## src/core/aux_boot_map.vh

```
// Register offsets, field positions, reset values and signature constants
// for the auxiliary boot signature scanner. Definitions only.
`ifndef AUX_BOOT_MAP_VH
`define AUX_BOOT_MAP_VH

`define ADR_W 8
`define REG_ICR 8'h00
`define REG_STATUS 8'h04
`define REG_PAGE 8'h08
`define REG_EXEC 8'h0C
`define REG_MAP 8'h10
`define REG_SIZE 8'h14

`define ICR_HALT_BIT 8
`define ICR_HALT_LANE 1
`define ICR_HALT_RST 1'b1

`define ST_BUSY_BIT 0
`define ST_FOUND_BIT 1
`define ST_FAIL_BIT 2
`define ST_WAIT_BIT 3

`define MAP_ENTRIES 16
`define MAP_RST 16'h0000

`define PAGE_BYTES 32'h00000200
`define SCAN_TOP_PAGE 32'h003FFE00
`define SCAN_LOW_PAGE 32'h00000000

`define SIG_WORDS 3'h6
`define SIG_LAST 3'h5
`define SIG_B0 8'h18
`define SIG_B1 8'h00
`define SIG_B4 8'h00
`define SIG_B5 8'h01
`define SIG_ZERO 32'h00000000

`define W_SIZE 3'h2
`define W_ZERO 3'h3
`define W_OFFS 3'h4
`define W_SUM 3'h5

`endif

```

## src/core/sig_block_check.v

```verilog
// Combinational check of a six-longword boot signature block.
// Assumes longwords are little-endian: byte zero sits in bits 7:0 of word zero.
`include "aux_boot_map.vh"
`default_nettype none

module sig_block_check (
  input wire [31:0] w0_i,
  input wire [31:0] w1_i,
  input wire [31:0] w2_i,
  input wire [31:0] w3_i,
  input wire [31:0] w4_i,
  input wire [31:0] w5_i,
  output wire ok_o
);
  wire [7:0] b0;
  wire [7:0] b1;
  wire [7:0] b2;
  wire [7:0] b3;
  wire [7:0] b4;
  wire [7:0] b5;
  wire [7:0] byte_sum;
  wire [31:0] long_sum;
  wire hdr_ok;
  wire chk_ok;
  wire tail_ok;

  assign b0 = w0_i[7:0];
  assign b1 = w0_i[15:8];
  assign b2 = w0_i[23:16];
  assign b3 = w0_i[31:24];
  assign b4 = w1_i[7:0];
  assign b5 = w1_i[15:8];

  // Byte two has no fixed value; it only enters the checksum
  assign hdr_ok = (b0 == `SIG_B0) && (b1 == `SIG_B1);
  // Eight-bit sum wraps; byte three is its ones complement
  assign byte_sum = b0 + b1 + b2;
  assign chk_ok = (b3 == ~byte_sum);
  // Bytes six and seven are free
  assign tail_ok = (b4 == `SIG_B4) && (b5 == `SIG_B5);
  // Sum of size, zero and start offset, modulo two to the 32nd
  assign long_sum = w2_i + w3_i + w4_i;
  assign ok_o = hdr_ok && chk_ok && tail_ok && (w3_i == `SIG_ZERO) && (w5_i == long_sum);

endmodule // sig_block_check
`default_nettype wire

```

## src/core/aux_boot_signature_scanner.v

```verilog
// Boot gating and boot image locator for an auxiliary processor.
// Assumes a classic Wishbone master for the registers and a same-clock
// read-only probe port onto system bus memory, where err marks no memory.
// Probe answers come from logic on clk_i, so they are read without a synchroniser.
// Functional notes
// Only boot path is the signature search
// Bootstrap held until a master permits
// Map entry valid bits cleared while waiting
// Idle while halt set, start on clear
// Master loads code before clearing halt
// Scan 512-byte pages, highest address downward
// Check first six longwords at page base
// Execute found image in place, no copy
// Byte zero must be 18 hex
// Byte one zero, byte two ignored
// Byte three inverts eight-bit byte sum
// Byte four zero, five one, others free
// Offset eight holds image size in pages
// Offset twelve must be zero
// Offset sixteen holds start byte offset
// Offset twenty sums offsets eight, twelve, sixteen
// Any readable bus memory is acceptable
// Halt bit eight, bus writable, holds halt
// Failed or unreadable page: try next lower
`include "aux_boot_map.vh"
`default_nettype none

module aux_boot_signature_scanner (
  input wire clk_i,
  input wire rst_i,
  input wire wb_cyc_i,
  input wire wb_stb_i,
  input wire wb_we_i,
  input wire [7:0] wb_adr_i,
  input wire [3:0] wb_sel_i,
  input wire [31:0] wb_dat_i,
  output reg [31:0] wb_dat_o,
  output reg wb_ack_o,
  output wire mem_req_o,
  output wire [31:0] mem_adr_o,
  input wire mem_ack_i,
  input wire mem_err_i,
  input wire [31:0] mem_dat_i,
  output wire [15:0] map_valid_o,
  output wire exec_start_o,
  output wire [31:0] exec_adr_o,
  output wire boot_busy_o
);

  localparam S_INIT = 3'h0;
  localparam S_WAIT = 3'h1;
  localparam S_RD = 3'h2;
  localparam S_GAP = 3'h3;
  localparam S_CHK = 3'h4;
  localparam S_NEXT = 3'h5;
  localparam S_RUN = 3'h6;
  localparam S_FAIL = 3'h7;
  localparam [15:0] MAP_RST_V = `MAP_RST;

  function reg_hit;
    input [7:0] adr;
    input [7:0] ofs;
    begin
      reg_hit = (adr == ofs);
    end
  endfunction

  // Scan states; busy is taken from the next state so the status pin comes from a flop
  function searching;
    input [2:0] st;
    begin
      searching = (st == S_RD) || (st == S_GAP) || (st == S_CHK) || (st == S_NEXT);
    end
  endfunction

  reg [2:0] st_ff;
  reg [2:0] nxt_st;
  reg [31:0] page_ff;
  reg [31:0] nxt_page;
  reg [2:0] idx_ff;
  reg [2:0] nxt_idx;
  reg req_ff;
  reg nxt_req;
  reg [31:0] adr_ff;
  reg [31:0] nxt_adr;
  reg start_ff;
  reg nxt_start;
  reg [31:0] exec_ff;
  reg [31:0] nxt_exec;
  reg [31:0] size_ff;
  reg [31:0] nxt_size;
  reg found_ff;
  reg nxt_found;
  reg fail_ff;
  reg nxt_fail;
  reg busy_ff;
  reg nxt_busy;
  reg halt_ff;
  reg [15:0] map_ff;
  reg [31:0] sig_ff [0:5];
  reg [31:0] nxt_rdata;

  wire wb_req;
  wire wb_wr;
  wire waiting;
  wire block_ok;
  wire word_taken;
  wire icr_wr;
  wire map_wr;

  // Registered ack: one wait state, dropped the cycle after it is given
  assign wb_req = wb_cyc_i && wb_stb_i && !wb_ack_o;
  assign wb_wr = wb_req && wb_we_i;
  assign waiting = (st_ff == S_INIT) || (st_ff == S_WAIT);
  assign word_taken = (st_ff == S_RD) && mem_ack_i && !mem_err_i;

  assign mem_req_o = req_ff;
  assign mem_adr_o = adr_ff;
  assign map_valid_o = map_ff;
  assign exec_start_o = start_ff;
  assign exec_adr_o = exec_ff;
  assign boot_busy_o = busy_ff;
  assign icr_wr = wb_wr && reg_hit(wb_adr_i, `REG_ICR) && wb_sel_i[`ICR_HALT_LANE];
  assign map_wr = wb_wr && reg_hit(wb_adr_i, `REG_MAP);

  sig_block_check u_check (
    .w0_i(sig_ff[0]),
    .w1_i(sig_ff[1]),
    .w2_i(sig_ff[`W_SIZE]),
    .w3_i(sig_ff[`W_ZERO]),
    .w4_i(sig_ff[`W_OFFS]),
    .w5_i(sig_ff[`W_SUM]),
    .ok_o(block_ok)
  );

  // Halt request is only ever written from the bus, so no set/clear race
  always @(posedge clk_i) begin
    if (rst_i) begin
      halt_ff <= `ICR_HALT_RST;
    end else if (icr_wr) begin
      halt_ff <= wb_dat_i[`ICR_HALT_BIT];
    end
  end

  // Map entries: software may mark them valid only once the block runs;
  // while waiting the clear wins, keeping stray transfers out of local memory
  genvar gi;
  generate
    for (gi = 0; gi < `MAP_ENTRIES; gi = gi + 1) begin : g_map
      always @(posedge clk_i) begin
        if (rst_i) begin
          map_ff[gi] <= MAP_RST_V[gi];
        end else if (waiting) begin
          map_ff[gi] <= 1'b0;
        end else if (map_wr && wb_sel_i[gi / 8]) begin
          map_ff[gi] <= wb_dat_i[gi];
        end
      end
    end
  endgenerate

  // Boot sequencer; the memory search is the one and only way in
  always @* begin
    nxt_st = st_ff;
    nxt_page = page_ff;
    nxt_idx = idx_ff;
    nxt_req = req_ff;
    nxt_start = 1'b0;
    nxt_exec = exec_ff;
    nxt_size = size_ff;
    nxt_found = found_ff;
    nxt_fail = fail_ff;
    case (st_ff)
      S_INIT: begin
        nxt_st = S_WAIT;
      end
      S_WAIT: begin
        if (!halt_ff) begin
          nxt_st = S_RD;
          nxt_page = `SCAN_TOP_PAGE;
          nxt_idx = 3'h0;
          nxt_req = 1'b1;
          nxt_found = 1'b0;
          nxt_fail = 1'b0;
        end
      end
      S_RD: begin
        if (mem_err_i) begin
          nxt_req = 1'b0;
          nxt_st = S_NEXT;
        end else if (mem_ack_i) begin
          nxt_req = 1'b0;
          if (idx_ff == `SIG_LAST) begin
            nxt_st = S_CHK;
          end else begin
            nxt_idx = idx_ff + 3'h1;
            nxt_st = S_GAP;
          end
        end
      end
      S_GAP: begin
        nxt_req = 1'b1;
        nxt_st = S_RD;
      end
      S_CHK: begin
        if (block_ok) begin
          // Jump straight into the image where it lies, whatever memory it is
          nxt_exec = page_ff + sig_ff[`W_OFFS];
          nxt_size = sig_ff[`W_SIZE];
          nxt_start = 1'b1;
          nxt_found = 1'b1;
          nxt_st = S_RUN;
        end else begin
          nxt_st = S_NEXT;
        end
      end
      S_NEXT: begin
        if (page_ff == `SCAN_LOW_PAGE) begin
          nxt_fail = 1'b1;
          nxt_st = S_FAIL;
        end else begin
          nxt_page = page_ff - `PAGE_BYTES;
          nxt_idx = 3'h0;
          nxt_req = 1'b1;
          nxt_st = S_RD;
        end
      end
      S_RUN: begin
        nxt_st = S_RUN;
      end
      S_FAIL: begin
        nxt_st = S_FAIL;
      end
      default: begin
        nxt_st = S_INIT;
        nxt_req = 1'b0;
      end
    endcase
    // Setting halt again at any point parks the block and restarts the boot;
    // an outstanding probe read is abandoned, so the memory side must tolerate that
    if (halt_ff && !waiting) begin
      nxt_st = S_WAIT;
      nxt_req = 1'b0;
      nxt_start = 1'b0;
    end
    nxt_adr = nxt_page + {27'h0000000, nxt_idx, 2'b00};
    // Follows every override above, so a parked block never reads busy
    nxt_busy = searching(nxt_st);
  end

  // State, probe request and the start pulse move together
  always @(posedge clk_i) begin
    if (rst_i) begin
      st_ff <= S_INIT;
      req_ff <= 1'b0;
      adr_ff <= `SCAN_TOP_PAGE;
      start_ff <= 1'b0;
      busy_ff <= 1'b0;
    end else begin
      st_ff <= nxt_st;
      req_ff <= nxt_req;
      adr_ff <= nxt_adr;
      start_ff <= nxt_start;
      busy_ff <= nxt_busy;
    end
  end

  // Scan position; page and word index stay put while parked
  always @(posedge clk_i) begin
    if (rst_i) begin
      page_ff <= `SCAN_TOP_PAGE;
      idx_ff <= 3'h0;
    end else begin
      page_ff <= nxt_page;
      idx_ff <= nxt_idx;
    end
  end

  // Results of the last search, held for software
  always @(posedge clk_i) begin
    if (rst_i) begin
      exec_ff <= `SIG_ZERO;
      size_ff <= `SIG_ZERO;
      found_ff <= 1'b0;
      fail_ff <= 1'b0;
    end else begin
      exec_ff <= nxt_exec;
      size_ff <= nxt_size;
      found_ff <= nxt_found;
      fail_ff <= nxt_fail;
    end
  end

  // Signature words land in a small buffer; only six are ever held.
  // A page that errs midway leaves stale words behind, but the check runs only after all six land
  genvar gw;
  generate
    for (gw = 0; gw < `SIG_WORDS; gw = gw + 1) begin : g_sig
      always @(posedge clk_i) begin
        if (rst_i) begin
          sig_ff[gw] <= `SIG_ZERO;
        end else if (word_taken && (idx_ff == gw)) begin
          sig_ff[gw] <= mem_dat_i;
        end
      end
    end
  endgenerate

  // Register read mux; unmapped offsets read zero and still get an ack
  always @* begin
    nxt_rdata = 32'h00000000;
    if (reg_hit(wb_adr_i, `REG_ICR)) begin
      nxt_rdata[`ICR_HALT_BIT] = halt_ff;
    end else if (reg_hit(wb_adr_i, `REG_STATUS)) begin
      nxt_rdata[`ST_BUSY_BIT] = boot_busy_o;
      nxt_rdata[`ST_FOUND_BIT] = found_ff;
      nxt_rdata[`ST_FAIL_BIT] = fail_ff;
      nxt_rdata[`ST_WAIT_BIT] = waiting;
    end else if (reg_hit(wb_adr_i, `REG_PAGE)) begin
      nxt_rdata = page_ff;
    end else if (reg_hit(wb_adr_i, `REG_EXEC)) begin
      nxt_rdata = exec_ff;
    end else if (reg_hit(wb_adr_i, `REG_MAP)) begin
      nxt_rdata = {16'h0000, map_ff};
    end else if (reg_hit(wb_adr_i, `REG_SIZE)) begin
      nxt_rdata = size_ff;
    end
  end

  always @(posedge clk_i) begin
    if (rst_i) begin
      wb_ack_o <= 1'b0;
      wb_dat_o <= 32'h00000000;
    end else begin
      wb_ack_o <= wb_req;
      if (wb_req && !wb_we_i) begin
        wb_dat_o <= nxt_rdata;
      end
    end
  end

endmodule // aux_boot_signature_scanner
`default_nettype wire

```

## config.mk

```make
export PLATFORM = sky130hd
export DESIGN_NAME = aux_boot_signature_scanner
export DESIGN_NICKNAME = d
export VERILOG_FILES = /design/src/core/sig_block_check.v /design/src/core/aux_boot_signature_scanner.v
export VERILOG_INCLUDE_DIRS = /design/src /design/src/core
export SDC_FILE = /design/constraint.sdc
export NUM_CORES = 1
export LEC_CHECK = 0
export BUFFER_PORTS_ARGS = -buffer_cell sky130_fd_sc_hd__clkbuf_2
export CAP_MARGIN = 5
export CORE_ASPECT_RATIO = 0.75
export CORE_MARGIN = 1.5
export CORE_UTILIZATION = 32
export CTS_BUF_LIST = sky130_fd_sc_hd__clkbuf_4 sky130_fd_sc_hd__clkbuf_8 sky130_fd_sc_hd__clkbuf_16
export DETAILED_ROUTE_END_ITERATION = 7
export PLACE_DENSITY_LB_ADDON = 0.05
export REMOVE_ABC_BUFFERS = 1
export SYNTH_ARGS = -nofsm -noshare
export SYNTH_HDL_FRONTEND = slang
export SYNTH_SLANG_ARGS = --single-unit
export TNS_END_PERCENT = 10
```

## constraint.sdc

```tcl
create_clock -name clk_i -period 12.2 [get_ports clk_i]
set_input_delay 0.61 -clock clk_i [delete_from_list [all_inputs] [get_ports clk_i]]
set_output_delay 0.61 -clock clk_i [all_outputs]
set_load 0.05 [all_outputs]
```

==> results.json <==
{
  "status": "finished, final reports clean",
  "slew_headroom": 0.1873,
  "endpoint_kind": "flop",
  "cts.sink_count": 363,
  "synth_edf_count": 176,
  "grt_pass1_wl_mm": 102.4,
  "antenna_found_initial": 4,
  "nNetsFinal": 2395,
  "synthFlopType": "dfxtp_1",
  "crit_slowest_cell": "fa_1",
  "dpl.hpwl_mm": 52.69,
  "power-per-cell-area_mw_per_mm2": 126.4,
  "reg2regPathDepth": 14,
  "drt_iter0_drc": 1166,
  "holdPathStages": 2,
  "holdCritStartpoint": "wb_dat_i[8]",
  "drv_cap": 0,
  "yosysSeqAreaShare": 0.4401,
  "avgSynthCellArea_um2": 10.03,
  "dr.pass1.iters": 5,
  "crit_chain": "fa_1 -> ha_1 -> fa_1 -> a21oi_1 -> o2111ai_1 -> a21oi_1 -> xnor2_1 -> a2111oi_2 -> nand4_1 -> nor4_1 -> nand3_4 -> buf_4 -> or3_1 -> a21oi_1",
  "layout_common_cells": "nor2_1 (222), and2_1 (194), dfxtp_1 (187)",
  "ys_warn_count": 0,
  "finalSetupViolCount": 0,
  "holdBufCountCts": 0,
  "cp.required_ns": 12.71,
  "place_ws_ns": 6.583,
  "ys_seq_elements": 363,
  "place.gp.congestion": 0.8668,
  "ios": 199,
  "postSynth.asyncResetShare": 0,
  "rsz0062_at_grt": "false",
  "setup_ws_ns": 6.521,
  "cts_tree": "built",
  "ff2ff_setup_slack_ns": 6.52,
  "clk_pin_slew_worst_paths_ns": 0.06,
  "clock_latency_ns": 0.59,
  "num_rows": 80,
  "die_area_mm2": 0.06566,
  "r2r_start": "sig_ff[4][1]$_SDFFCE_PN0P_",
  "final_antenna_net_count": 0,
  "start_kind": "flop",
  "wire_per_inst_um": 22.31,
  "min_to": "halt_ff$_SDFFE_PP1P_",
  "rr_endpoint": "exec_adr_o[3]$_SDFFE_PP0P_",
  "path_class": "reg -> reg",
  "syn-cell-area_mm2": 0.02052,
  "core_mm2": 0.06346,
  "grt_remaining_overflow": 0,
  "cts_buffers": 42,
  "max_stage_delay_ns": 0.54,
  "grt_max_degree": 62,
  "crit_arrival_ns": 6.19,
  "postCtsSetupRepairBufs": 0,
  "num_vias": 16169,
  "worstMarginPinSlew_ns": 1.218,
  "min_period_ns": 5.679,
  "die_w_um": 295.4,
  "power_w": 0.002998,
  "cp_max_fo": 46,
  "grt_pass1_vias": 15673,
  "drive_gt1_frac": 0.1509,
  "hold_path_class": "in -> reg",
  "final_common_cell": "nor2_1",
  "fmax_mhz": 176.1,
  "cts_resized": 0,
  "synth_cells": 2046,
  "die_y_um": 222.3,
  "viasPerCell": 5.233,
  "skew_ns": 0.02695,
  "period_share": 0.4655,
  "port_buffers": 180,
  "tns_ns": 0,
  "grt_use_total": 0.2088,
  "drt-total-wl_mm": 68.93,
  "area.growth.synth_to_final_pct": 15.64,
  "hold_viol_final": 0,
  "final_util": 0.3739,
  "slew_viol_final": 0,
  "ys_types": 94,
  "peakVddDrop_mv": 0.08017,
  "remaining_drc_errors": 0,
  "clock_path_buffers": 3,
  "clockRootBuffer": "clkbuf_16",
  "cts_max_level": 2,
  "cp_common_cell": "a21oi_1",
  "p_leak_nw": 9.464,
  "start_util": 0.3233
}
[critical path: cells and delay by family, from the launching register on]
kind / cells / cell delay [ns]
and+or+nand+nor: 4 / 1.65
AOI/OAI and AO/OA: 5 / 1.46
adders and majority gates: 3 / 1.24
buffers and inverters: 1 / 0.54
DFF: 1 / 0.50
xor gates and xnor gates: 1 / 0.13
[synth_stat cells, types with 19 or more instances]
cell	instances	area, um2
nor2_1	223	837.1
and2_1	194	1214
dfxtp_1	187	3744
edfxtp_1	176	5285
a21oi_1	122	610.6
nand2_1	100	375.4
mux2i_1	84	840.8
o21ai_0	84	420.4
xnor2_1	78	683.2
ha_1	76	950.9
clkbuf_1	70	262.8
fa_1	42	840.8
nor3_1	40	200.2
inv_1	35	131.4
a21o_1	30	225.2
nand2b_1	29	181.4
nand3_1	28	140.1
nand4_1	28	175.2
xor2_1	27	236.5
nor4_1	25	156.4
buf_2	20	100.1
a311oi_1	19	166.4
o211ai_1	19	142.6
[through the flow]
stage                     hold WS (ns)  instances  area (um2)
final                           0.2410       3090       23730
after global routing            0.2430       3088       23720
after CTS                       0.2053       3088       23720
after detailed placement        0.4421       3011       22280
after global placement          0.4375       3011       22280
after floorplan                 0.4256       1948       20100
[worst max-delay path by stage]
stage          slack [ns]                        from                          to
2_1_floorplan        6.85  sig_ff[4][1]$_SDFFCE_PN0P_  exec_adr_o[1]$_SDFFE_PP0P_
3_3_place_gp         6.58  sig_ff[4][1]$_SDFFCE_PN0P_  exec_adr_o[3]$_SDFFE_PP0P_
3_5_place_dp         6.58  sig_ff[4][1]$_SDFFCE_PN0P_  exec_adr_o[3]$_SDFFE_PP0P_
4_1_cts              6.57  sig_ff[4][1]$_SDFFCE_PN0P_  exec_adr_o[3]$_SDFFE_PP0P_
5_1_grt              6.22  sig_ff[4][1]$_SDFFCE_PN0P_  exec_adr_o[3]$_SDFFE_PP0P_
6_report             6.52  sig_ff[4][1]$_SDFFCE_PN0P_  exec_adr_o[3]$_SDFFE_PP0P_
[logic make-up after synthesis]
logic type,synth area share
xor gates and xnor gates,0.04702
adders and majority gates,0.08733
buffers and inverters,0.02690
and+or+nand+nor,0.2056
AOI/OAI and AO/OA,0.1510
muxes,0.04208
DFF,0.4401
[metal layers]
metal / global-route usage / up-vias / wire, um
li1: - / 7752 / -
met1: 0.3211 / 7924 / 35680
met2: 0.3034 / 410 / 28640
met3: 0.02911 / 83 / 3118
met4: 0.05227 / 0 / 1487
met5: 0 / - / 0
[power breakdown]
group          internal (W)  total, W  switching [W]
clock network      0.000784   0.00133       0.000544
registers           0.00130   0.00132      0.0000225
logic              0.000125  0.000350       0.000225
total               0.00221   0.00300       0.000791
[state kept, by name (all words and copies together), names as in the netlist, named ones only]
register and flops:
size_ff 32, st_ff 3, mem_adr_o 30, boot_busy_o 1, idx_ff 3, found_ff 1, fail_ff 1, page_ff 30
exec_start_o 1, wb_ack_o 1, mem_req_o 1, halt_ff 1, exec_adr_o 32, wb_dat_o 32, sig_ff 176, map_valid_o 16
[area by class of cell]
type                    count  area (um2)
well taps                 861        1077
clock inverters             8       85.08
clock buffers              69        1359
fillers                  6436       39740
inverters                  35       131.4
flip-flops and latches    363        9029
repair buffers            202        1069
multi-input cells        1550       10970
diodes                      2       5.005
No activity file was read; power rests on OpenSTA's default activity.
